**src/inc/ccd_pkg.sv**
```systemverilog
package ccd_pkg;

    // ------------------------------------------------------------
    // Widths
    // ------------------------------------------------------------
    localparam int CCD_INSTR_W = 14;
    localparam int CCD_DATA_W  = 8;
    localparam int CCD_FADDR_W = 7;
    localparam int CCD_TGT_W   = 11;
    localparam int CCD_PC_W    = 13;

    // ------------------------------------------------------------
    // Opcode fields
    // ------------------------------------------------------------
    localparam int                CCD_FCLR_LSB  = 7;
    localparam logic [6:0]        CCD_FCLR_OP   = 7'h03;
    localparam int                CCD_CALL_LSB  = 11;
    localparam logic [2:0]        CCD_CALL_OP   = 3'h4;
    localparam int                CCD_DEC_LSB   = 8;
    localparam logic [5:0]        CCD_DEC_OP    = 6'h03;
    localparam int                CCD_DEST_BIT  = 7;
    localparam logic [13:0]       CCD_WCLR_CODE = 14'h0103;
    localparam logic [13:0]       CCD_WDT_CODE  = 14'h0064;

    // ------------------------------------------------------------
    // Latch field and constants
    // ------------------------------------------------------------
    localparam int                CCD_LATCH_HI  = 4;
    localparam int                CCD_LATCH_LO  = 3;
    localparam logic [7:0]        CCD_ZERO      = 8'h00;
    localparam logic [7:0]        CCD_ONE       = 8'h01;
    localparam logic [12:0]       CCD_PC_ONE    = 13'h0001;

    // Execute state: accepting, or discarding the prefetched word
    typedef enum logic [1:0] {
        CCD_ST_EXEC  = 2'b01,
        CCD_ST_FLUSH = 2'b10
    } ccd_state_t;

endpackage : ccd_pkg

```
**src/inc/ccd_dec_if.sv**
```systemverilog
`timescale 1ns/1ps
`default_nettype none

// Decoded instruction fields passed from decoder to execute stage
interface ccd_dec_if;
    logic        is_fclr;
    logic        is_call;
    logic        is_wclr;
    logic        is_wdt;
    logic        is_dec;
    logic        dest;
    logic [6:0]  faddr;
    logic [10:0] target;

    modport dec (output is_fclr, is_call, is_wclr, is_wdt, is_dec,
                 output dest, faddr, target);
    modport exe (input  is_fclr, is_call, is_wclr, is_wdt, is_dec,
                 input  dest, faddr, target);
endinterface : ccd_dec_if

`default_nettype wire

```
**src/ccd_exec.sv**
```systemverilog
`timescale 1ns/1ps
`default_nettype none

// How it works
// - Clearing a file register writes 00h to it and sets the zero flag.
// - A call pushes the address of the next instruction, PC plus one.
// - A call loads its 11-bit immediate into PC bits 10 to 0.
// - A call takes PC bits 12 and 11 from latch bits 4 and 3.
// - A call is 10 0kkk kkkk kkkk and changes no status flag.
// - A call takes two cycles because the prefetched word is dropped.
// - Clearing the accumulator writes 00h to it and sets zero, in one cycle.
// - The watchdog restart zeroes the watchdog counter in one cycle.
// - The watchdog restart also zeroes the watchdog prescaler.
// - The watchdog restart sets expiry and sleep bits, no other flag.
// - Register decrement subtracts one and sets zero from the result.
// - With destination 0 the decrement result goes to the accumulator.
// - With destination 1 the decrement result goes back to the file.
// - Decrement takes file addresses 0 to 127 and a one-bit destination.
module ccd_exec
    import ccd_pkg::*;
(
    input  wire logic                           ref_clk_i,
    input  wire logic                           srst_i,
    input  wire logic                           instr_valid_i,
    input  wire logic [ccd_pkg::CCD_INSTR_W-1:0] instr_i,
    input  wire logic [ccd_pkg::CCD_PC_W-1:0]    pc_i,
    input  wire logic [ccd_pkg::CCD_DATA_W-1:0]  latch_i,
    input  wire logic [ccd_pkg::CCD_DATA_W-1:0]  file_rdata_i,
    output logic                                instr_ready_o,
    output logic                                file_we_o,
    output logic [ccd_pkg::CCD_FADDR_W-1:0]      file_addr_o,
    output logic [ccd_pkg::CCD_DATA_W-1:0]       file_wdata_o,
    output logic                                w_we_o,
    output logic [ccd_pkg::CCD_DATA_W-1:0]       w_wdata_o,
    output logic                                z_we_o,
    output logic                                z_o,
    output logic                                stack_push_o,
    output logic [ccd_pkg::CCD_PC_W-1:0]         stack_top_o,
    output logic                                pc_load_o,
    output logic [ccd_pkg::CCD_PC_W-1:0]         pc_target_o,
    output logic                                flush_o,
    output logic                                wdt_clear_o,
    output logic                                prescaler_clear_o,
    output logic                                expiry_bit_set_o,
    output logic                                sleep_status_bit_set_o
);

    // ------------------------------------------------------------
    // Decode
    // ------------------------------------------------------------
    ccd_dec_if dif ();

    ccd_decode u_decode (
        .instr_i (instr_i),
        .dif     (dif)
    );

    ccd_state_t              state_q, state_d;
    logic                    ready_q, ready_d;
    logic                    accept;
    logic [CCD_DATA_W-1:0]   dec_res;

    // Request taken only while the execute stage is ready
    assign accept  = instr_valid_i && ready_q;
    assign dec_res = file_rdata_i - CCD_ONE;

    // ------------------------------------------------------------
    // Sequencing
    // ------------------------------------------------------------

    // Next state: a call spends one extra cycle dropping the prefetch
    always_comb begin
        state_d = state_q;
        ready_d = ready_q;
        unique case (state_q)
            CCD_ST_EXEC: begin
                if (accept && dif.is_call) begin
                    state_d = CCD_ST_FLUSH;
                    ready_d = 1'b0;
                end
            end
            CCD_ST_FLUSH: begin
                state_d = CCD_ST_EXEC;
                ready_d = 1'b1;
            end
            default: begin
                state_d = CCD_ST_EXEC;
                ready_d = 1'b1;
            end
        endcase
    end

    // State registers
    always_ff @(posedge ref_clk_i) begin
        if (srst_i) begin
            state_q <= CCD_ST_EXEC;
            ready_q <= 1'b1;
        end else begin
            state_q <= state_d;
            ready_q <= ready_d;
        end
    end

    // ------------------------------------------------------------
    // Execute
    // ------------------------------------------------------------
    logic                    fwe_d, fwe_q;
    logic [CCD_FADDR_W-1:0]  fadr_d, fadr_q;
    logic [CCD_DATA_W-1:0]   fdat_d, fdat_q;
    logic                    wwe_d, wwe_q;
    logic [CCD_DATA_W-1:0]   wdat_d, wdat_q;
    logic                    zwe_d, zwe_q;
    logic                    z_d, z_q;
    logic                    push_d, push_q;
    logic [CCD_PC_W-1:0]     tos_d, tos_q;
    logic                    pcl_d, pcl_q;
    logic [CCD_PC_W-1:0]     pct_d, pct_q;
    logic                    wdt_d, wdt_q;

    // Result of the accepted instruction; all strobes last one cycle
    always_comb begin
        fwe_d  = 1'b0;
        fadr_d = fadr_q;
        fdat_d = fdat_q;
        wwe_d  = 1'b0;
        wdat_d = wdat_q;
        zwe_d  = 1'b0;
        z_d    = z_q;
        push_d = 1'b0;
        tos_d  = tos_q;
        pcl_d  = 1'b0;
        pct_d  = pct_q;
        wdt_d  = 1'b0;
        if (accept) begin
            if (dif.is_fclr) begin
                fwe_d  = 1'b1;
                fadr_d = dif.faddr;
                fdat_d = CCD_ZERO;
                zwe_d  = 1'b1;
                z_d    = 1'b1;
            end else if (dif.is_wclr) begin
                wwe_d  = 1'b1;
                wdat_d = CCD_ZERO;
                zwe_d  = 1'b1;
                z_d    = 1'b1;
            end else if (dif.is_dec) begin
                zwe_d  = 1'b1;
                z_d    = (dec_res == CCD_ZERO);
                fadr_d = dif.faddr;
                if (dif.dest) begin
                    fwe_d  = 1'b1;
                    fdat_d = dec_res;
                end else begin
                    wwe_d  = 1'b1;
                    wdat_d = dec_res;
                end
            end else if (dif.is_call) begin
                push_d = 1'b1;
                tos_d  = pc_i + CCD_PC_ONE;
                pcl_d  = 1'b1;
                pct_d  = {latch_i[CCD_LATCH_HI:CCD_LATCH_LO],
                          dif.target};
            end else if (dif.is_wdt) begin
                wdt_d  = 1'b1;
            end
        end
    end

    // Output registers
    always_ff @(posedge ref_clk_i) begin
        if (srst_i) begin
            fwe_q  <= 1'b0;
            fadr_q <= '0;
            fdat_q <= CCD_ZERO;
            wwe_q  <= 1'b0;
            wdat_q <= CCD_ZERO;
            zwe_q  <= 1'b0;
            z_q    <= 1'b0;
            push_q <= 1'b0;
            tos_q  <= '0;
            pcl_q  <= 1'b0;
            pct_q  <= '0;
            wdt_q  <= 1'b0;
        end else begin
            fwe_q  <= fwe_d;
            fadr_q <= fadr_d;
            fdat_q <= fdat_d;
            wwe_q  <= wwe_d;
            wdat_q <= wdat_d;
            zwe_q  <= zwe_d;
            z_q    <= z_d;
            push_q <= push_d;
            tos_q  <= tos_d;
            pcl_q  <= pcl_d;
            pct_q  <= pct_d;
            wdt_q  <= wdt_d;
        end
    end

    // Ports straight from flops
    assign instr_ready_o          = ready_q;
    assign file_we_o              = fwe_q;
    assign file_addr_o            = fadr_q;
    assign file_wdata_o           = fdat_q;
    assign w_we_o                 = wwe_q;
    assign w_wdata_o              = wdat_q;
    assign z_we_o                 = zwe_q;
    assign z_o                    = z_q;
    assign stack_push_o           = push_q;
    assign stack_top_o            = tos_q;
    assign pc_load_o              = pcl_q;
    assign pc_target_o            = pct_q;
    assign flush_o                = pcl_q;
    assign wdt_clear_o            = wdt_q;
    assign prescaler_clear_o      = wdt_q;
    assign expiry_bit_set_o       = wdt_q;
    assign sleep_status_bit_set_o = wdt_q;
endmodule : ccd_exec

`default_nettype wire

```
**src/ccd_decode.sv**
```systemverilog
`timescale 1ns/1ps
`default_nettype none

// Pattern decoder for the five handled opcodes
module ccd_decode
    import ccd_pkg::*;
(
    input  wire logic [ccd_pkg::CCD_INSTR_W-1:0] instr_i,
    ccd_dec_if.dec                               dif
);

    // ------------------------------------------------------------
    // Opcode match
    // ------------------------------------------------------------
    always_comb begin
        dif.is_fclr = (instr_i[13:CCD_FCLR_LSB] == CCD_FCLR_OP);
        dif.is_call = (instr_i[13:CCD_CALL_LSB] == CCD_CALL_OP);
        dif.is_wclr = (instr_i == CCD_WCLR_CODE);
        dif.is_wdt  = (instr_i == CCD_WDT_CODE);
        dif.is_dec  = (instr_i[13:CCD_DEC_LSB] == CCD_DEC_OP);
    end

    // ------------------------------------------------------------
    // Operand fields
    // ------------------------------------------------------------
    always_comb begin
        dif.faddr  = instr_i[CCD_FADDR_W-1:0];
        dif.dest   = instr_i[CCD_DEST_BIT];
        dif.target = instr_i[CCD_TGT_W-1:0];
    end

endmodule : ccd_decode

`default_nettype wire

```
**config.mk**
```make
export PLATFORM = sky130hd
export DESIGN_NAME = ccd_exec
export DESIGN_NICKNAME = d
export VERILOG_FILES = /design/src/inc/ccd_pkg.sv /design/src/inc/ccd_dec_if.sv /design/src/ccd_exec.sv /design/src/ccd_decode.sv
export SDC_FILE = /design/constraint.sdc
export NUM_CORES = 1
export LEC_CHECK = 0
export ABC_AREA = 1
export BUFFER_PORTS_ARGS = -buffer_cell sky130_fd_sc_hd__buf_4
export CORE_ASPECT_RATIO = 1.1
export CORE_UTILIZATION = 50
export CTS_CLUSTER_SIZE = 14
export DETAILED_ROUTE_END_ITERATION = 8
export PLACE_DENSITY = 0.81
export SETUP_SLACK_MARGIN = 0.02
export SLEW_MARGIN = 20
export SYNTH_ARGS = -nofsm -noshare
export SYNTH_HDL_FRONTEND = slang
export SYNTH_SLANG_ARGS = --single-unit
```
**constraint.sdc**
```tcl
create_clock -name ref_clk_i -period 2.2 [get_ports ref_clk_i]
set_input_delay 0.44 -clock ref_clk_i [delete_from_list [all_inputs] [get_ports ref_clk_i]]
set_output_delay 0.44 -clock ref_clk_i [all_outputs]
set_load 0.1 [all_outputs]
```
==> results.py, run 1 <==
metrics = {
    "clock_network": {
        "cts_made_buffers": 9,
        "cts_setup_buffers": 0,
        "clock_tree.buffer_depth": 2,
        "postCtsHoldBufs": 0,
        "clock_tree.root_cell": "clkbuf_8",
        "cts_resized": 0,
        "htree_num_levels": 3,
        "clock_latency_on_the_worst_skew_pair_ns": 0.33,
        "cts_tree": "built",
        "worst_setup_hold_path_clk_slew_ns": 0.06,
        "clock_sink_count": 57,
    },
    "sta": {
        "rsz0062_at_grt": "false",
        "post-route-worst-setup-slack_ns": 0.741,
        "highest_clock_rate_mhz": 685,
        "timing.final.crit_share": 0.663,
        "timing.slew.headroom": 0.699,
        "final.setup_skew_ns": 0.00705,
        "finalSetupViolCount": 0,
        "report.final.slew_viol_count": 0,
        "worstMarginPinSlew_ns": 0.451,
        "hold-worst-slack_ns": 0.307,
        "fin_tns_setup_ns": 0,
        "final.min_clock_period_ns": 1.46,
        "finalHoldViolCount": 0,
    },
    "detailed_routing": {
        "num_vias": 2849,
        "viasPerCell": 4.91,
        "detailroute.wirelength.met2_um": 3310,
        "post-route-drc-count": 0,
        "top_signal_layer_used": "met4",
        "met1_layer_wirelength_in_the_final_routing_um": 2780,
        "drt_pass1_iterations": 4,
        "starting_drc_count_in_detailed_routing": 136,
        "total_routed_wirelength_um": 6830,
        "drtAntennaViolNets": 0,
        "detail_route.wl_per_cell_um": 11.8,
        "wl_met3_um": 583,
    },
    "run_status": {
        "status": "finished, final reports clean",
    },
    "critical_path": {
        "max_stage_delay_ns": 0.23,
        "ff2ff_setup_slack_ns": 0.77,
        "destination_of_the_worst_register_to_register_timing_path": "file_wdata_o[7]",
        "worstSetupStartpoint": "file_rdata_i[0]",
        "worstSetupPathType": "primary input to flip-flop",
        "setup.worst_path.start_class": "primary input",
        "crit_chain": "buf_4 > inv_1 > ha_1 > nand2_1 > nor2_1 > nand3_1 > a21oi_1 > nand2_1 > a21oi_1",
        "crit_fanout": 4,
        "worst-endpoint-arrival_ns": 1.72,
        "worst_path_max_delay_cell": "a21oi_1",
        "crit_required_ns": 2.46,
        "register_to_register_path_depth": 7,
        "regToRegStartpoint": "state_q[0]",
        "timing.critical_path.to_type": "flip-flop",
    },
    "global_routing": {
        "grt_overflow_total": 0,
        "first_pass_grt_wire_length_um": 11200,
        "antenna_found_initial": 0,
        "global_route.usage.total": 0.247,
        "grt_pass1_vias": 2618,
        "grt_max_degree": 23,
    },
    "logic_synthesis": {
        "ys_seq_elements": 57,
        "avgSynthCellArea_um2": 6.96,
        "synthDominantAreaCellType": "dfxtp_1",
        "postSynthNetCount": 451,
        "compound_gate_portion_of_the_synthesized_area": 0.127,
        "synth_fa_ha_area_frac": 0.0134,
        "netlist_area_um2": 2800,
        "synth.lib_cells_used.distinct": 34,
        "synth-warning-count": 0,
        "muxShareOfSynthArea": 0,
        "synth-xor-area-share": 0.0250,
        "postSynthCellCount": 402,
        "synth_top_area_share": 0.408,
        "synth_top_family_by_area": "simple AND/OR/NAND/NOR gates",
        "top_area_cells_in_the_synthesized_netlist": "dfxtp_1, nand2_1, nor2_1, inv_1, o21ai_0",
        "proportion_of_synthesized_chip_area_in_sequential_cells": 0.408,
        "synthSimpleGateAreaFrac": 0.319,
    },
    "finish": {
        "fin_area_um2": 3750,
        "finalNetCount": 550,
        "layout_commonest_cell": "buf_4",
        "area_growth_pct": 34.1,
        "layout_common_cells": "buf_4, nand2_1, nor2_1, dfxtp_1, inv_1",
        "layout_cell_share_with_drive_strength_beyond_1": 0.287,
        "antenna-diode-count": 0,
        "filler_cell_count": 520,
    },
    "worst_hold_path": {
        "timing.hold.worst_endpoint": "stack_top_o[0]",
        "timing.hold.worst.class": "primary input to flip-flop",
        "holdCritStartpoint": "pc_i[0]",
        "worst_hold_path.num_cells": 2,
    },
    "die": {
        "num_rows": 28,
        "top_level_ports": 107,
        "die-height_um": 80.5,
        "fp.coreArea_um2": 5400,
        "die_width_um": 73.3,
        "start_util": 0.519,
        "design.die.area_um2": 5900,
    },
    "place": {
        "place_congestion": 0.961,
        "postPlaceCellArea_um2": 3580,
        "port-buffer-count": 100,
        "place.detailed.hpwl_um": 5150,
        "dpl_worst_slack_ns": 0.446,
    },
    "pwr": {
        "power_density_nw_per_um2": 630,
        "ir_worst_vdd_v": 0.000397,
        "total_leakage_power_uw": 0.00194,
    },
    "job": {
        "drv.max_cap_violation_count": 0,
    },
}
per-stage QoR:
stage                     instances  total power (uW)  utilization
after global routing            580              2450        0.696
final                           580              2360        0.696
after detailed placement        565              1480        0.663
after global placement          565              1470        0.663
after CTS                       580              2380        0.696
after floorplan                 402              1350            -
final cells by class:
| type | count | area [um2] | area share |
|---|---|---|---|
| Multi-Input combinational cell | 276 | 1360 | 0.361 |
| Timing Repair Buffer | 104 | 781 | 0.208 |
| Clock buffer | 11 | 131 | 0.0350 |
| Sequential cell | 57 | 1140 | 0.304 |
| Clock inverter | 4 | 45.0 | 0.0120 |
| Tap cell | 75 | 93.8 | 0.0250 |
| Inverter | 53 | 205 | 0.0547 |
cell usage after synthesis, drive strengths merged:
| cell | number |
|---|---|
| o21bai | 2 |
| clkinv | 2 |
| clkbuf | 5 |
| a21boi | 1 |
| dfxtp | 57 |
| nand2 | 100 |
| xnor2 | 2 |
| buf | 11 |
| inv | 51 |
| o211ai | 4 |
| nand4 | 4 |
| nand3b | 3 |
| nor2 | 72 |
| o21ai | 31 |
| nor4 | 1 |
| nand3 | 19 |
| ha | 3 |
| xor2 | 6 |
| nor3 | 3 |
| a21oi | 25 |
routing by layer:
layer,vias up,track usage
met5,-,0
met4,0,0.106
met3,20,0.0778
met2,115,0.417
met1,1261,0.284
li1,1453,-
flip-flops by register name, indices dropped and copies added, names as in the netlist, 2 cells and up:
register / flops
file_wdata_o: 8
w_wdata_o: 8
file_addr_o: 7
pc_target_o: 13
stack_top_o: 13
state_q: 2
report_power, final:
part / switching (uW) / leakage, uW / internal, uW
registers: 10.0 / 0.000461 / 1050
logic: 278 / 0.00139 / 117
clock network: 396 / 0.0000929 / 511
cells by family after synthesis:
kind of cell,after synthesis
AO/OA/AOI/OAI,63
XOR/XNOR,8
adder cells (fa/ha/maj),3
buffers and inverters,69
flip-flops,57
AND/OR/NAND/NOR,202
worst max-delay path by stage:
stage,end,depth (start not counted)
floorplan,state_q[0],5
global placement,w_wdata_o[7],11
detailed placement,file_wdata_o[6],9
CTS,instr_ready_o,1
global route,w_wdata_o[4],11
finish,file_wdata_o[6],9
worst max-delay path: cells and delay by family:
kind                       cells  cell delay, ns
AOI/OAI and AO/OA              2            0.34
buffers and inverters          2            0.23
and+or+nand+nor                4            0.52
adders and majority gates      1            0.20
Note: power is estimated with default switching activity, not from simulation.
==> run 2, diff against run 1 <==
CORE_UTILIZATION = 44   (was 50)
PLACE_DENSITY = 0.76   (was 0.81)
clock period = 1.2 ns   (was 2.2 ns; I/O delays follow)
==> run 2 against run 1 <==
The flow now finishes with violations (setup timing); final area is 22% higher; combinational power rose by 130%; global-route usage fell by 0.49 points; routed wire length increased by 15%; cell count is 8.4% higher; total power is 88% higher; clock skew rose by 0.0021 ns; clock power rose by 76%; worst hold slack got worse by 0.15 ns; critical path depth is 8 lower; core utilization increased by 4.7 points; sequential cell count stayed put; largest cell class unchanged; largest power group unchanged.
==> results.py, run 2 (same netlist as run 1, synthesis figures left out) <==
metrics = {
    "clock_network": {
        "worst_setup_hold_path_clk_slew_ns": 0.06,
        "clock_sink_count": 57,
        "clock_tree.root_cell": "clkbuf_8",
        "cts_made_buffers": 9,
        "postCtsHoldBufs": 0,
        "htree_num_levels": 3,
        "clock_latency_on_the_worst_skew_pair_ns": 0.33,
        "clock_tree.buffer_depth": 2,
        "cts_tree": "built",
    },
    "sta": {
        "report.final.slew_viol_count": 0,
        "worstMarginPinSlew_ns": 0.306,
        "highest_clock_rate_mhz": 831,
        "post-route-worst-setup-slack_ns": -0.00277,
        "finalSetupViolCount": 4,
        "timing.final.crit_share": 1.00,
        "fin_tns_setup_ns": -0.00683,
        "hold-worst-slack_ns": 0.161,
        "finalHoldViolCount": 0,
        "timing.slew.headroom": 0.794,
        "rsz0062_at_grt": "true",
        "final.setup_skew_ns": 0.00917,
        "final.min_clock_period_ns": 1.20,
    },
    "die": {
        "fp.coreArea_um2": 6160,
        "num_rows": 30,
        "die-height_um": 85.6,
        "design.die.area_um2": 6680,
        "start_util": 0.454,
        "top_level_ports": 107,
        "die_width_um": 78.0,
    },
    "finish": {
        "seq_area_um2": 1210,
        "filler_cell_count": 457,
        "layout_cell_share_with_drive_strength_beyond_1": 0.483,
        "area_growth_pct": 63.3,
        "finalNetCount": 595,
        "post_layout_nonfiller_instances": 629,
        "antenna-diode-count": 0,
        "multi_input_comb_area_um2": 1470,
        "layout_common_cells": "buf_4, nand2_1, nor2_1, buf_6, dfxtp_2",
        "layout_commonest_cell": "buf_4",
    },
    "critical_path": {
        "worst-endpoint-arrival_ns": 0.96,
        "regToRegStartpoint": "state_q[0]",
        "timing.critical_path.to_type": "output port",
        "worstSetupPathType": "flip-flop to output port",
        "crit_fanout": 4,
        "count_of_buffer_and_inverter_cells_on_the_critical_path": 1,
        "setup.worst_path.start_class": "flip-flop",
        "max_stage_delay_ns": 0.35,
        "crit_required_ns": 0.96,
        "worstSetupStartpoint": "expiry_bit_set_o",
        "destination_of_the_worst_register_to_register_timing_path": "pc_target_o[1]",
        "crit_chain": "buf_4",
        "ff2ff_setup_slack_ns": 0.02,
        "register_to_register_path_depth": 6,
        "worst_path_max_delay_cell": "dfxtp_4",
        "category_of_cells_accounting_for_the_largest_share_of_critical_path_delay": "flip-flops",
    },
    "global_routing": {
        "grt_pass1_vias": 2942,
        "global_route.usage.total": 0.242,
        "first_pass_grt_wire_length_um": 12800,
        "antenna_found_initial": 0,
        "grt_max_degree": 34,
        "grt_overflow_total": 0,
    },
    "run_status": {
        "status": "finished with violations",
        "failed_checks": "setup timing",
    },
    "pwr": {
        "total_leakage_power_uw": 0.00225,
        "power_density_nw_per_um2": 972,
        "finalPower_uw": 4440,
        "ir_worst_vdd_v": 0.000906,
    },
    "detailed_routing": {
        "detail_route.wl_per_cell_um": 12.5,
        "drt_pass1_iterations": 4,
        "starting_drc_count_in_detailed_routing": 103,
        "viasPerCell": 4.84,
        "post-route-drc-count": 0,
        "total_routed_wirelength_um": 7880,
        "drtAntennaViolNets": 0,
        "num_vias": 3043,
    },
    "place": {
        "dp.cells": 611,
        "place.detailed.hpwl_um": 5790,
        "port-buffer-count": 100,
        "dpl_worst_slack_ns": -0.245,
        "place_congestion": 0.861,
    },
    "worst_hold_path": {
        "timing.hold.worst.class": "primary input to flip-flop",
        "holdCritStartpoint": "latch_i[4]",
        "timing.hold.worst_endpoint": "pc_target_o[12]",
        "worst_hold_path.num_cells": 3,
    },
    "job": {
        "drv.max_cap_violation_count": 0,
    },
}
-- run 2: cell types whose count changed in the layout (fill, tap and decap cells not counted), sizes merged --
cell    before  now
buf        104  148
clkbuf      11   15
clkinv       5    1
bufinv       1    0
inv         51   52
-- run 2: repair_timing --
| item | 4_1_cts | 5_1_grt |
|---|---|---|
| pin swaps | 0 | 8 |
| gates cloned | 0 | 1 |
| resized for setup | 43 | 31 |
| hold endpoints to repair | 0 | 0 |
| setup endpoints to repair | 49 | 55 |
| buffers inserted | 0 | 3 |
-- run 2: how the worst max path moves through the flow --
stage / endpoint / slack [ns] / cells after the start
6_report: sleep_status_bit_set_o / -0.003 / 1
5_1_grt: z_o / -0.05 / 9
4_1_cts: sleep_status_bit_set_o / -0.02 / 1
3_5_place_dp: file_wdata_o[0] / -0.24 / 9
3_3_place_gp: w_wdata_o[2] / -0.19 / 11
2_1_floorplan: stack_top_o[3] / -0.08 / 6
-- run 2: layout make-up --
| class | instances | share of cell area |
|---|---|---|
| multi-input combinational | 276 | 0.321 |
| sequential | 57 | 0.266 |
| inverter | 53 | 0.0463 |
| clock buffer | 14 | 0.0378 |
| tap | 80 | 0.0219 |
| timing repair buffer | 149 | 0.307 |
-- run 2: per-stage QoR --
| stage | util | area (um2) |
|---|---|---|
| 4_1_cts | 0.714 | 4400 |
| 6_report | 0.742 | 4570 |
| 5_1_grt | 0.742 | 4570 |
| 3_5_place_dp | 0.660 | 4060 |
| 3_3_place_gp | 0.660 | 4060 |
| 2_1_floorplan | - | 2970 |
-- run 2: power by group --
| group | leakage [uW] | switching [uW] | internal [uW] |
|---|---|---|---|
| Clock | 0.0000886 | 699 | 898 |
| Combinational | 0.00168 | 557 | 332 |
| Sequential | 0.000487 | 25.7 | 1930 |
| Total | 0.00225 | 1280 | 3160 |
-- run 2: layer usage --
metal	share of wire	up-vias	global-route usage
met5	0	-	0
met3	0.062	13	0.0617
met1	0.41	1396	0.271
li1	-	1542	-
met4	0.016	0	0.0892
met2	0.52	92	0.440
==> run 3, diff against run 2 <==
CELL_PAD_IN_SITES_DETAIL_PLACEMENT = 1   (was unset)
CELL_PAD_IN_SITES_GLOBAL_PLACEMENT = 2   (was unset)
CORE_UTILIZATION = 23   (was 44)
PLACE_DENSITY = unset   (was 0.76)
PLACE_DENSITY_LB_ADDON = 0.1   (was unset)
==> run 3 against run 2 <==
The flow still finishes with violations (setup timing); sequential share of layout area shrank 1.9 points; via count is essentially flat; total power grew 27%; die area grew 89%; largest cell class unchanged; first-iteration DRC count shrank 48%; highest routed layer unchanged; setup slack lost 0.0028 ns; largest power group is now the clock network; routed wire length grew 21%; worst hold slack lost 0.057 ns.
==> results.py, run 3 (same netlist as run 1, synthesis figures left out) <==
metrics = {
    "run_status": {
        "status": "finished with violations",
        "failed_checks": "setup timing",
    },
    "place": {
        "place.detailed.hpwl_um": 7430,
        "port-buffer-count": 100,
        "postPlaceCellArea_um2": 4210,
        "place_congestion": 0.751,
        "dpl_worst_slack_ns": -0.319,
    },
    "critical_path": {
        "crit_end": "prescaler_clear_o",
        "crit_fanout": 4,
        "register_to_register_path_depth": 7,
        "count_of_buffer_and_inverter_cells_on_the_critical_path": 1,
        "worst_path_max_delay_cell": "dfxtp_4",
        "crit_required_ns": 0.96,
        "destination_of_the_worst_register_to_register_timing_path": "stack_top_o[5]",
        "worstSetupPathType": "flip-flop to output port",
        "ff2ff_setup_slack_ns": 0.03,
        "worstSetupStartpoint": "expiry_bit_set_o",
        "regToRegStartpoint": "state_q[0]",
        "setup.worst_path.start_class": "flip-flop",
        "max_stage_delay_ns": 0.36,
        "worst-endpoint-arrival_ns": 0.97,
        "crit_chain": "buf_4",
        "cp_num_cells": 1,
        "timing.critical_path.to_type": "output port",
        "category_of_cells_accounting_for_the_largest_share_of_critical_path_delay": "flip-flops",
    },
    "global_routing": {
        "grt_pass1_vias": 3370,
        "grt_overflow_total": 0,
        "antenna_found_initial": 0,
        "first_pass_grt_wire_length_um": 15800,
        "global_route.usage.total": 0.161,
        "grt_max_degree": 19,
    },
    "detailed_routing": {
        "detail_route.wl_per_cell_um": 13.5,
        "post-route-drc-count": 0,
        "viasPerCell": 4.30,
        "starting_drc_count_in_detailed_routing": 54,
        "detailroute.wirelength.met2_um": 5210,
        "num_vias": 3046,
        "drtAntennaViolNets": 0,
        "met1_layer_wirelength_in_the_final_routing_um": 3750,
        "drt_pass1_iterations": 5,
        "total_routed_wirelength_um": 9550,
        "wl_met3_um": 442,
        "top_signal_layer_used": "met4",
    },
    "die": {
        "start_util": 0.240,
        "top_level_ports": 107,
        "fp.coreArea_um2": 11600,
        "die-height_um": 118,
        "die_width_um": 107,
        "design.die.area_um2": 12600,
        "num_rows": 41,
    },
    "worst_hold_path": {
        "timing.hold.worst.class": "primary input to flip-flop",
    },
    "sta": {
        "timing.final.crit_share": 1.00,
        "final.setup_skew_ns": 0.00417,
        "finalHoldViolCount": 0,
        "report.final.slew_viol_count": 0,
        "highest_clock_rate_mhz": 829,
        "rsz0062_at_grt": "true",
        "timing.slew.headroom": 0.772,
        "finalSetupViolCount": 3,
        "worstMarginPinSlew_ns": 0.340,
        "hold-worst-slack_ns": 0.104,
        "post-route-worst-setup-slack_ns": -0.00561,
        "final.min_clock_period_ns": 1.21,
    },
    "finish": {
        "layout_common_cells": "buf_4, nand2_1, nor2_1, buf_6, dfxtp_2",
        "area_growth_pct": 75.8,
        "antenna-diode-count": 0,
        "final_util": 0.422,
        "layout_cell_share_with_drive_strength_beyond_1": 0.510,
        "fin_area_um2": 4920,
        "layout_commonest_cell": "buf_4",
        "finalNetCount": 603,
    },
    "clock_network": {
        "cts_tree": "built",
        "htree_num_levels": 3,
        "postCtsHoldBufs": 0,
        "clock_latency_on_the_worst_skew_pair_ns": 0.33,
        "clock_tree.root_cell": "clkbuf_16",
        "clock_tree.buffer_depth": 2,
        "cts_made_buffers": 9,
        "clock_sink_count": 57,
        "worst_setup_hold_path_clk_slew_ns": 0.05,
    },
    "pwr": {
        "total_leakage_power_uw": 0.00237,
        "internal_power_uw": 4100,
        "p_clk_frac": 0.488,
        "power_density_nw_per_um2": 1140,
        "power_frac_comb": 0.164,
        "finalPower_uw": 5620,
        "switching_share": 0.271,
        "power.sequential.fraction": 0.348,
        "total_switching_power_uw": 1530,
        "ir_worst_vdd_v": 0.000683,
    },
    "job": {
        "drv.max_cap_violation_count": 0,
    },
}
==> run 3: timing repair <==
action / in CTS / in global routing
setup buffers: 3 / 2
cloned: 0 / 1
resized for setup: 66 / 34
pin swaps: 3 / 5
endpoints found under the setup margin: 76 / 48
==> run 3: final cells by class <==
type / count / area (um2)
inverter: 53 / 214
clock inverter: 2 / 13.8
multi-input combinational: 276 / 1490
fill: 1420 / 6730
timing repair buffer: 157 / 1480
clock buffer: 14 / 317
tap: 150 / 188
sequential: 57 / 1210
==> run 3: worst min-delay path by stage <==
stage | endpoint | cells after the start | start
6_report | stack_top_o[6] | 2 | srst_i
3_5_place_dp | stack_top_o[6] | 2 | srst_i
3_3_place_gp | state_q[0] | 2 | state_q[1]
4_1_cts | stack_top_o[6] | 2 | srst_i
2_1_floorplan | stack_top_o[0] | 1 | pc_i[0]
5_1_grt | stack_top_o[6] | 2 | srst_i
==> run 3: per-layer routing <==
| metal | track usage | vias to the layer above |
|---|---|---|
| li1 | - | 1564 |
| met2 | 0.301 | 58 |
| met3 | 0.0388 | 15 |
| met4 | 0.0574 | 0 |
| met5 | 0 | - |
| met1 | 0.172 | 1409 |
==> run 3: per-stage QoR <==
| stage | instances | setup TNS, ns |
|---|---|---|
| 4_1_cts | 707 | -0.0766 |
| 5_1_grt | 709 | -0.240 |
| 2_1_floorplan | 402 | -1.39 |
| 6_report | 709 | -0.0137 |
| 3_3_place_gp | 689 | -11.54 |
| 3_5_place_dp | 689 | -11.85 |
==> run 3: power groups by stage <==
stage	Combinational (uW)	Sequential, uW	Clock (uW)
2_1_floorplan	252	2240	0
6_report	923	1960	2740
4_1_cts	917	1960	2850
5_1_grt	998	1960	2920
3_3_place_gp	875	1990	0
3_5_place_dp	880	1990	0
